`src/fomc_pkg.sv`:
```
// Constants shared by the overlay controller and its pin sequencer.
// Assumes a 16-bit parallel flash reached word-wise, with software on APB.
package fomc_pkg;
	localparam int DATA_W = 16;
	localparam int APB_AW = 8;

	// Own register map, byte addresses
	localparam logic [APB_AW-1:0] REG_CTRL   = 8'h00;
	localparam logic [APB_AW-1:0] REG_ADDR   = 8'h04;
	localparam logic [APB_AW-1:0] REG_WDATA  = 8'h08;
	localparam logic [APB_AW-1:0] REG_RDATA  = 8'h0C;
	localparam logic [APB_AW-1:0] REG_STATUS = 8'h10;

	// Operations written to CTRL[2:0]
	typedef enum logic [2:0] {
		OP_READ       = 3'h0,
		OP_WRITE      = 3'h1,
		OP_CFI_ENTER  = 3'h2,
		OP_EXIT       = 3'h3,
		OP_STATUS_CMD = 3'h4,
		OP_OVL_ENTER  = 3'h5
	} fomc_op_t;

	// Overlay the controller believes the flash is in
	typedef enum logic [1:0] {
		MAP_READ   = 2'h0,
		MAP_CFI    = 2'h1,
		MAP_OTHER  = 2'h2,
		MAP_STATUS = 2'h3
	} fomc_map_t;

	// Command words and offsets
	localparam logic [DATA_W-1:0] CMD_CFI_ENTRY = 16'h0098;
	localparam logic [DATA_W-1:0] CMD_EXIT      = 16'h00F0;
	localparam logic [15:0]       OFS_CFI_ENTRY = 16'h0055;
	localparam logic [15:0]       OFS_EXIT      = 16'h0000;
	localparam logic [15:0]       OFS_PROT      = 16'h0002;
	localparam int                PROT_BIT      = 0;

	// STATUS fields and the CTRL operation field width
	localparam int ST_BUSY  = 0;
	localparam int ST_MAP   = 1;
	localparam int ST_PROT  = 3;
	localparam int ST_RDY   = 4;
	localparam int ST_ERR   = 5;
	localparam int CTRL_OPW = 3;

	// Pin timing, nanoseconds, and the clock period
	localparam int CLK_NS    = 5;
	localparam int T_ACC_NS  = 100;
	localparam int T_WP_NS   = 50;
	localparam int T_WPH_NS  = 30;
	localparam int ACC_CYC   = (T_ACC_NS + CLK_NS - 1) / CLK_NS;
	localparam int WP_CYC    = (T_WP_NS + CLK_NS - 1) / CLK_NS;
	localparam int WPH_CYC   = (T_WPH_NS + CLK_NS - 1) / CLK_NS;
	localparam int CNT_W     = 8;

	typedef enum logic [1:0] {
		PS_IDLE  = 2'b00,
		PS_SETUP = 2'b01,
		PS_STRB  = 2'b11,
		PS_HOLD  = 2'b10
	} fomc_pin_t;
endpackage : fomc_pkg

```
`src/fomc_pins.sv`:
```
// One asynchronous flash bus cycle, read or write, timed in mclk cycles.
// Assumes the flash data pins are resolved outside from dq_o and dq_oe.
`timescale 1ns/1ps
module fomc_pins #(
	parameter int ADDR_W = 25
) (
	input  wire logic                        mclk,
	input  wire logic                        rst_n,
	input  wire logic                        start,
	input  wire logic                        is_write,
	input  wire logic [ADDR_W-1:0]           addr,
	input  wire logic [fomc_pkg::DATA_W-1:0] wdata,
	output logic                             done,
	output logic [fomc_pkg::DATA_W-1:0]      rdata,
	output logic [ADDR_W-1:0]                fl_addr,
	input  wire logic [fomc_pkg::DATA_W-1:0] dq_i,
	output logic [fomc_pkg::DATA_W-1:0]      dq_o,
	output logic                             dq_oe,
	output logic                             ce_n,
	output logic                             oe_n,
	output logic                             we_n
);
	import fomc_pkg::*;

	fomc_pin_t        st_q;
	logic [CNT_W-1:0] cnt_q;
	logic             wr_q;

	initial begin
		if (ACC_CYC >= 2**CNT_W || WP_CYC >= 2**CNT_W || WPH_CYC >= 2**CNT_W)
			$error("fomc_pins: timing count exceeds counter");
	end

	always_ff @(posedge mclk) begin
		if (!rst_n) begin
			st_q    <= PS_IDLE;
			cnt_q   <= '0;
			wr_q    <= 1'b0;
			done    <= 1'b0;
			rdata   <= '0;
			fl_addr <= '0;
			dq_o    <= '0;
			dq_oe   <= 1'b0;
			ce_n    <= 1'b1;
			oe_n    <= 1'b1;
			we_n    <= 1'b1;
		end else begin
			done <= 1'b0;
			case (st_q)
				PS_IDLE: begin
					if (start) begin
						fl_addr <= addr;
						dq_o    <= wdata;
						dq_oe   <= is_write;
						wr_q    <= is_write;
						ce_n    <= 1'b0;
						st_q    <= PS_SETUP;
					end
				end
				PS_SETUP: begin
					we_n  <= ~wr_q;
					oe_n  <= wr_q;
					cnt_q <= wr_q ? CNT_W'(WP_CYC) : CNT_W'(ACC_CYC);
					st_q  <= PS_STRB;
				end
				PS_STRB: begin
					if (cnt_q > CNT_W'(1)) begin
						cnt_q <= cnt_q - CNT_W'(1);
					end else begin
						// Rising strobe edge: write latched, or read ends
						if (!wr_q)
							rdata <= dq_i;
						we_n  <= 1'b1;
						oe_n  <= 1'b1;
						ce_n  <= 1'b1;
						cnt_q <= CNT_W'(WPH_CYC);
						st_q  <= PS_HOLD;
					end
				end
				PS_HOLD: begin
					dq_oe <= 1'b0;
					if (cnt_q > CNT_W'(1)) begin
						cnt_q <= cnt_q - CNT_W'(1);
					end else begin
						done <= 1'b1;
						st_q <= PS_IDLE;
					end
				end
				default: st_q <= PS_IDLE;
			endcase
		end
	end
endmodule : fomc_pins

```
`src/fomc_ctrl.sv`:
```
// Host controller that steers a parallel NOR flash through its overlay modes.
// Assumes software on APB and one flash wired to the pin ports below.
//
// Notes on behaviour
// - Identification overlay entry only from read mode; entry sector picks overlay.
// - Protection state valid only for entry sector; re-enter to query another.
// - Identification entry writes 0x0098 at word offset 0x55.
// - Identification exit writes 0x00F0 at word offset zero.
//
// The register addresses and the APB register port were left to the implementer.
`timescale 1ns/1ps
module fomc_ctrl #(
	parameter int ADDR_W = 25,
	parameter int SECT_LSB = 16
) (
	input  wire logic                        mclk,
	input  wire logic                        rst_n,
	input  wire logic                        psel,
	input  wire logic                        penable,
	input  wire logic                        pwrite,
	input  wire logic [fomc_pkg::APB_AW-1:0] paddr,
	input  wire logic [31:0]                 pwdata,
	output logic [31:0]                      prdata,
	output logic                             pready,
	output logic                             pslverr,
	output logic [ADDR_W-1:0]                fl_addr,
	input  wire logic [fomc_pkg::DATA_W-1:0] dq_i,
	output logic [fomc_pkg::DATA_W-1:0]      dq_o,
	output logic                             dq_oe,
	output logic                             ce_n,
	output logic                             oe_n,
	output logic                             we_n,
	input  wire logic                        ready_busy_n
);
	import fomc_pkg::*;

	localparam int SECT_W = ADDR_W - SECT_LSB;

	initial begin
		if (SECT_LSB < 3 || SECT_LSB >= ADDR_W || ADDR_W > 32)
			$error("fomc_ctrl: unsupported address split");
	end

	logic [ADDR_W-1:0]  addr_q;
	logic [DATA_W-1:0]  wdata_q;
	logic [DATA_W-1:0]  rdata_q;
	fomc_map_t          map_q;
	fomc_map_t          saved_q;
	logic [SECT_W-1:0]  sect_q;
	logic               prot_q;
	logic               err_q;
	logic               busy_q;
	fomc_op_t           op_q;
	logic               start_q;
	logic               cyc_wr_q;
	logic [ADDR_W-1:0]  cyc_addr_q;
	logic [DATA_W-1:0]  cyc_data_q;
	logic               pin_done;
	logic [DATA_W-1:0]  pin_rdata;
	logic               wr_acc;
	logic               go;
	logic               refuse;
	fomc_op_t           go_op;

	function automatic logic [SECT_W-1:0] sect_of(input logic [ADDR_W-1:0] a);
		return a[ADDR_W-1:SECT_LSB];
	endfunction : sect_of

	function automatic logic [ADDR_W-1:0] word_at(input logic [SECT_W-1:0] s,
	                                             input logic [15:0] ofs);
		return {s, SECT_LSB'(ofs)};
	endfunction : word_at

	// APB slave, answers with no wait state
	assign pready  = 1'b1;
	assign wr_acc  = psel && penable && pwrite;
	assign go      = wr_acc && (paddr == REG_CTRL) && !busy_q;
	assign go_op   = fomc_op_t'(pwdata[CTRL_OPW-1:0]);
	assign pslverr = psel && penable && !(paddr == REG_CTRL || paddr == REG_ADDR ||
	                 paddr == REG_WDATA || paddr == REG_RDATA || paddr == REG_STATUS);

	// Entries only from read mode; reset refused while the algorithm runs
	always_comb begin
		refuse = 1'b0;
		if ((go_op == OP_CFI_ENTER || go_op == OP_OVL_ENTER) && map_q != MAP_READ)
			refuse = 1'b1;
		if (go_op == OP_EXIT && !ready_busy_n)
			refuse = 1'b1;
		if (go_op > OP_OVL_ENTER)
			refuse = 1'b1;
	end

	always_comb begin
		prdata = '0;
		if (psel && !pwrite) begin
			case (paddr)
				REG_CTRL:   prdata = {29'h0000_000, op_q};
				REG_ADDR:   prdata = 32'(addr_q);
				REG_WDATA:  prdata = {16'h0000, wdata_q};
				REG_RDATA:  prdata = {16'h0000, rdata_q};
				REG_STATUS: prdata = {26'h000_0000, err_q, ready_busy_n, prot_q,
				                      map_q, busy_q};
				default:    prdata = '0;
			endcase
		end
	end

	always_ff @(posedge mclk) begin
		if (!rst_n) begin
			addr_q  <= '0;
			wdata_q <= '0;
		end else begin
			if (wr_acc && paddr == REG_ADDR)
				addr_q <= pwdata[ADDR_W-1:0];
			if (wr_acc && paddr == REG_WDATA)
				wdata_q <= pwdata[DATA_W-1:0];
		end
	end

	// Refused requests and out-of-sector protection-word reads raise a sticky error; set wins over clear
	always_ff @(posedge mclk) begin
		if (!rst_n) begin
			err_q <= 1'b0;
		end else if (go && refuse) begin
			err_q <= 1'b1;
		end else if (go && go_op == OP_READ && map_q == MAP_CFI &&
		             addr_q[SECT_LSB-1:0] == SECT_LSB'(OFS_PROT) &&
		             sect_of(addr_q) != sect_q) begin
			err_q <= 1'b1;
		end else if (wr_acc && paddr == REG_STATUS && pwdata[ST_ERR]) begin
			err_q <= 1'b0;
		end
	end

	// Launch one flash bus cycle per accepted operation
	always_ff @(posedge mclk) begin
		if (!rst_n) begin
			busy_q     <= 1'b0;
			op_q       <= OP_READ;
			start_q    <= 1'b0;
			cyc_wr_q   <= 1'b0;
			cyc_addr_q <= '0;
			cyc_data_q <= '0;
		end else begin
			start_q <= 1'b0;
			if (go && !refuse) begin
				busy_q     <= 1'b1;
				op_q       <= go_op;
				start_q    <= 1'b1;
				cyc_wr_q   <= go_op != OP_READ;
				cyc_addr_q <= addr_q;
				cyc_data_q <= wdata_q;
				case (go_op)
					OP_CFI_ENTER: begin
						cyc_addr_q <= word_at(sect_of(addr_q), OFS_CFI_ENTRY);
						cyc_data_q <= CMD_CFI_ENTRY;
					end
					OP_EXIT: begin
						// Common exit doubles as soft reset; from status it only sets the saved map to read
						cyc_addr_q <= word_at(sect_of(addr_q), OFS_EXIT);
						cyc_data_q <= CMD_EXIT;
					end
					default: begin
					end
				endcase
			end else if (pin_done) begin
				busy_q <= 1'b0;
			end
		end
	end

	// Track which map the flash presents, mirrored at each completed cycle
	always_ff @(posedge mclk) begin
		if (!rst_n) begin
			map_q   <= MAP_READ;
			saved_q <= MAP_READ;
			sect_q  <= '0;
			prot_q  <= 1'b0;
			rdata_q <= '0;
		end else if (pin_done) begin
			case (op_q)
				OP_READ: begin
					rdata_q <= pin_rdata;
					if (map_q == MAP_STATUS)
						map_q <= saved_q;
					else if (map_q == MAP_CFI &&
					         cyc_addr_q[SECT_LSB-1:0] == SECT_LSB'(OFS_PROT) &&
					         sect_of(cyc_addr_q) == sect_q)
						prot_q <= pin_rdata[PROT_BIT];
				end
				OP_CFI_ENTER: begin
					map_q  <= MAP_CFI;
					sect_q <= sect_of(cyc_addr_q);
				end
				OP_OVL_ENTER: begin
					map_q  <= MAP_OTHER;
					sect_q <= sect_of(cyc_addr_q);
				end
				OP_STATUS_CMD: begin
					if (map_q != MAP_STATUS)
						saved_q <= map_q;
					map_q <= MAP_STATUS;
				end
				OP_EXIT: begin
					if (map_q == MAP_STATUS)
						saved_q <= MAP_READ;
					else
						map_q <= MAP_READ;
				end
				default: begin
					// Plain writes keep the overlay, unlock and erase included
				end
			endcase
		end
	end

	fomc_pins #(
		.ADDR_W(ADDR_W)
	) u_pins (
		.mclk     (mclk),
		.rst_n    (rst_n),
		.start    (start_q),
		.is_write (cyc_wr_q),
		.addr     (cyc_addr_q),
		.wdata    (cyc_data_q),
		.done     (pin_done),
		.rdata    (pin_rdata),
		.fl_addr  (fl_addr),
		.dq_i     (dq_i),
		.dq_o     (dq_o),
		.dq_oe    (dq_oe),
		.ce_n     (ce_n),
		.oe_n     (oe_n),
		.we_n     (we_n)
	);
endmodule : fomc_ctrl

```
`config.mk`:
```
export PLATFORM = sky130hd
export DESIGN_NAME = fomc_ctrl
export DESIGN_NICKNAME = d
export VERILOG_FILES = /design/src/fomc_pkg.sv /design/src/fomc_pins.sv /design/src/fomc_ctrl.sv
export SDC_FILE = /design/constraint.sdc
export NUM_CORES = 1
export LEC_CHECK = 0
export ABC_AREA = 1
export BUFFER_PORTS_ARGS = -buffer_cell sky130_fd_sc_hd__buf_2
export CELL_PAD_IN_SITES_DETAIL_PLACEMENT = 1
export CELL_PAD_IN_SITES_GLOBAL_PLACEMENT = 2
export CORE_MARGIN = 1.5
export CORE_UTILIZATION = 33
export DETAILED_ROUTE_END_ITERATION = 10
export GPL_ROUTABILITY_DRIVEN = 1
export PLACE_DENSITY = 0.81
export SYNTH_ARGS = -nofsm -noshare
export SYNTH_HDL_FRONTEND = slang
export SYNTH_HIERARCHICAL = 1
export SYNTH_SLANG_ARGS = --single-unit
export TNS_END_PERCENT = 5
```
`constraint.sdc`:
```
create_clock -name mclk -period 5.35 [get_ports mclk]
set_clock_uncertainty 0.2 [all_clocks]
set_input_delay 1.07 -clock mclk [delete_from_list [all_inputs] [get_ports mclk]]
set_output_delay 1.07 -clock mclk [all_outputs]
set_load 0.01 [all_outputs]
```
==> impl_results.md <==
* Post-synth EDFFs at 0
* Syn Inst Count at 1262
* Minimum clock period at 3.888 ns
* TritonCTS buffer count at 17
* CP Class: primary input to primary output
* IO buf count at 125
* Worst R2R Path Depth at 8
* # clock sinks at 192
* Skew-Pair Late Insertion Delay at 0.44 ns
* Critical path arrival at 2.62 ns
* Tot GR Track Use at 0.1988
* Residual DRC at 0
* Pin count of the biggest net entering global routing at 126
* Worst IR drop on VDD at 0.0001697 V
* Startpoint Class: primary input
* Yosys cell types at 33
* Sequential fraction of the synthesis area at 0.4436
* Top-area cell type share of the netlist area at 0.4436
* Core area at 0.02591 sq mm
* Synth top cells by count: nor2_1, dfxtp_1, o21ai_0, nand2_1, inv_1
* Vias in the first global route at 7835
* Worst reg2reg setup slack at 3.06 ns
* Via count at 7903
* Antenna-violating nets left at 0
* CTS clk-pin slew, worst paths at 0.07 ns
* Mean Syn Cell Area at 6.866 sq um
* Hold WC Path Type: flop to flop
* R2r startpoint: map_q[1]
* Initial Utilization at 0.3344
* Row cnt at 59
* Die height at 165.0 um
* CP Capture Type: primary output
* Finish-stage setup viols at 0
* Vias per cell at 4.652
* Hold_ws at 0.2509 ns
* Seq cells post-synth at 192
* First-pass GRT wire length at 41.87 mm
* Final nets at 1414
* Chip Width at 165.0 um
* Share of cells above drive strength 1 at 0.1570
* Gpl congestion at 0.8203
* Clock tree root driver cell: clkbuf_16
* Most area-consuming cells after synthesis: dfxtp_1, nor2_1, o21ai_0
* Post-CTS Setup Inserts at 0
* Power Density at 285.4 mW/mm^2
* Hold buffer count at CTS at 0
* Starting DRT DRC Count at 456
* Overflow left after global routing at 0
* Final Hold Violating Endpoints at 0
* Top-count cell post-synth: nor2_1
* Clock tree buffer depth at 2
* Status: finished, final reports clean
* RSZ-0062 raised after global routing: no
* I/O pin count at 141
* CTS tree: yes
* Worst hold path depth at 2
* FFs w/ async S/R, synth at 0
* Lkg Pwr at 4.546 nW
* Syn Std Cell Area at 0.008665 sq mm
* Tightest Pin Transition at 1.115 ns
* Req. time, crit path at 4.08 ns
* Crit share post-route at 0.7267
* Total negative setup slack at 0 ns
* Largest area contributor in the netlist: dfxtp_1
* # resized after CTS at 0
* Fmax at 0.2572 GHz
* Syn. warnings at 6
* Total Wirelength at 26.09 mm
* Top_reg_cell synth: dfxtp_1
* Mean routed wirelength per cell at 15.35 um
* Layout area overhead at 15.47%
* Initial antenna violation count at 3
* Max-Cap Viols at 0
* Drt first pass iters at 4
* Final HPWL from detailed placement at 19.13 mm
* Die ar. at 0.02724 sq mm
* Worst Setup SP: paddr[7]
* Relative slew slack at 0.2549
* Slew Limit Fails at 0
* Critical Path Fanout Max at 22
* CTS H-tree depth at 4
* HP Start: rdata_q[4]
[final cells by class]
class / instances / area [sq um]
fill: 3360 / 15910
multi-input combinational: 893 / 4025
sequential: 192 / 3844
timing repair buffer: 129 / 661.9
inverter: 117 / 442.9
clock buffer: 18 / 439.2
tap: 335 / 419.2
clock inverter: 14 / 170.2
antenna: 1 / 2.502
[stage by stage]
step	power [mW]	util	setup WS [ns]	cell area, sq um	cells
floorplan	1.521	-	1.991	8687	1268
global placement	1.559	0.3625	1.459	9393	1666
detailed placement	1.561	0.3625	1.425	9393	1666
CTS	2.893	0.3860	1.421	10000	1698
global route	2.957	0.3860	1.250	10000	1698
finish	2.855	0.3861	1.462	10000	1699
[cell usage in the layout (no fill, tap or decap), drive strengths merged]
cell / n
a21oi: 71
buf: 129
bufinv: 2
clkbuf: 18
clkinv: 5
clkinvlp: 1
conb: 8
dfxtp: 192
diode: 1
ha: 2
inv: 123
nand2: 167
nand3: 40
nand4: 4
nor2: 394
nor3: 19
o2111ai: 1
o21ai: 179
xnor2: 4
xor2: 4
[where the power goes]
part	internal [mW]	switching (mW)	total, mW
registers	1.43	0.000522	1.43
logic	0.0291	0.0677	0.0968
clock network	0.719	0.611	1.33
total	2.18	0.679	2.86
[sequential cells by signal (all words and copies together), names as in the netlist, 3 cells and up]
name,count
op_q,3
u_pins/rdata,16
cyc_addr_q,25
u_pins/cnt_q,8
rdata_q,16
addr_q,25
u_pins/dq_o,16
cyc_data_q,16
sect_q,9
wdata_q,16
u_pins/fl_addr,25
[kinds of logic (layout without fill, tap and decap cells)]
logic type / after synthesis / count (layout) / share of synthesized area
and+or+nand+nor: 624 / 624 / 0.3035
AOI/OAI and AO/OA: 251 / 251 / 0.1466
DFF: 192 / 192 / 0.4436
buffers and inverters: 183 / 278 / 0.09444
xor gates and xnor gates: 8 / 8 / 0.008086
adders and majority gates: 2 / 2 / 0.002888
other: 2 / 9 / 0.0008667
[worst paths after layout]
check,to
hold / removal,rdata_q[4]
setup / recovery,prdata[1]
setup reg to reg,cyc_addr_q[4]
hold reg to reg,rdata_q[4]
[worst max-delay path, cell delays in order]
cell and delay [ns]:
buf_2 0.12, nor2_4 0.13, nand3_4 0.12, inv_4 0.15
nand2_4 0.21, inv_2 0.18, nor2_1 0.07, nand3_2 0.10
nand2_4 0.16, nor2_1 0.16, buf_2 0.15
[layer usage]
layer	up-vias	GRT usage	routed length (um)	share of wire
met5	-	0	12	0.00046
met4	2	0.04709	246	0.0094
met3	18	0.02963	930	0.036
met2	137	0.3214	11810	0.45
met1	3618	0.2771	13090	0.50
li1	4128	-	-	-
No activity file was read; power rests on OpenSTA's default activity.
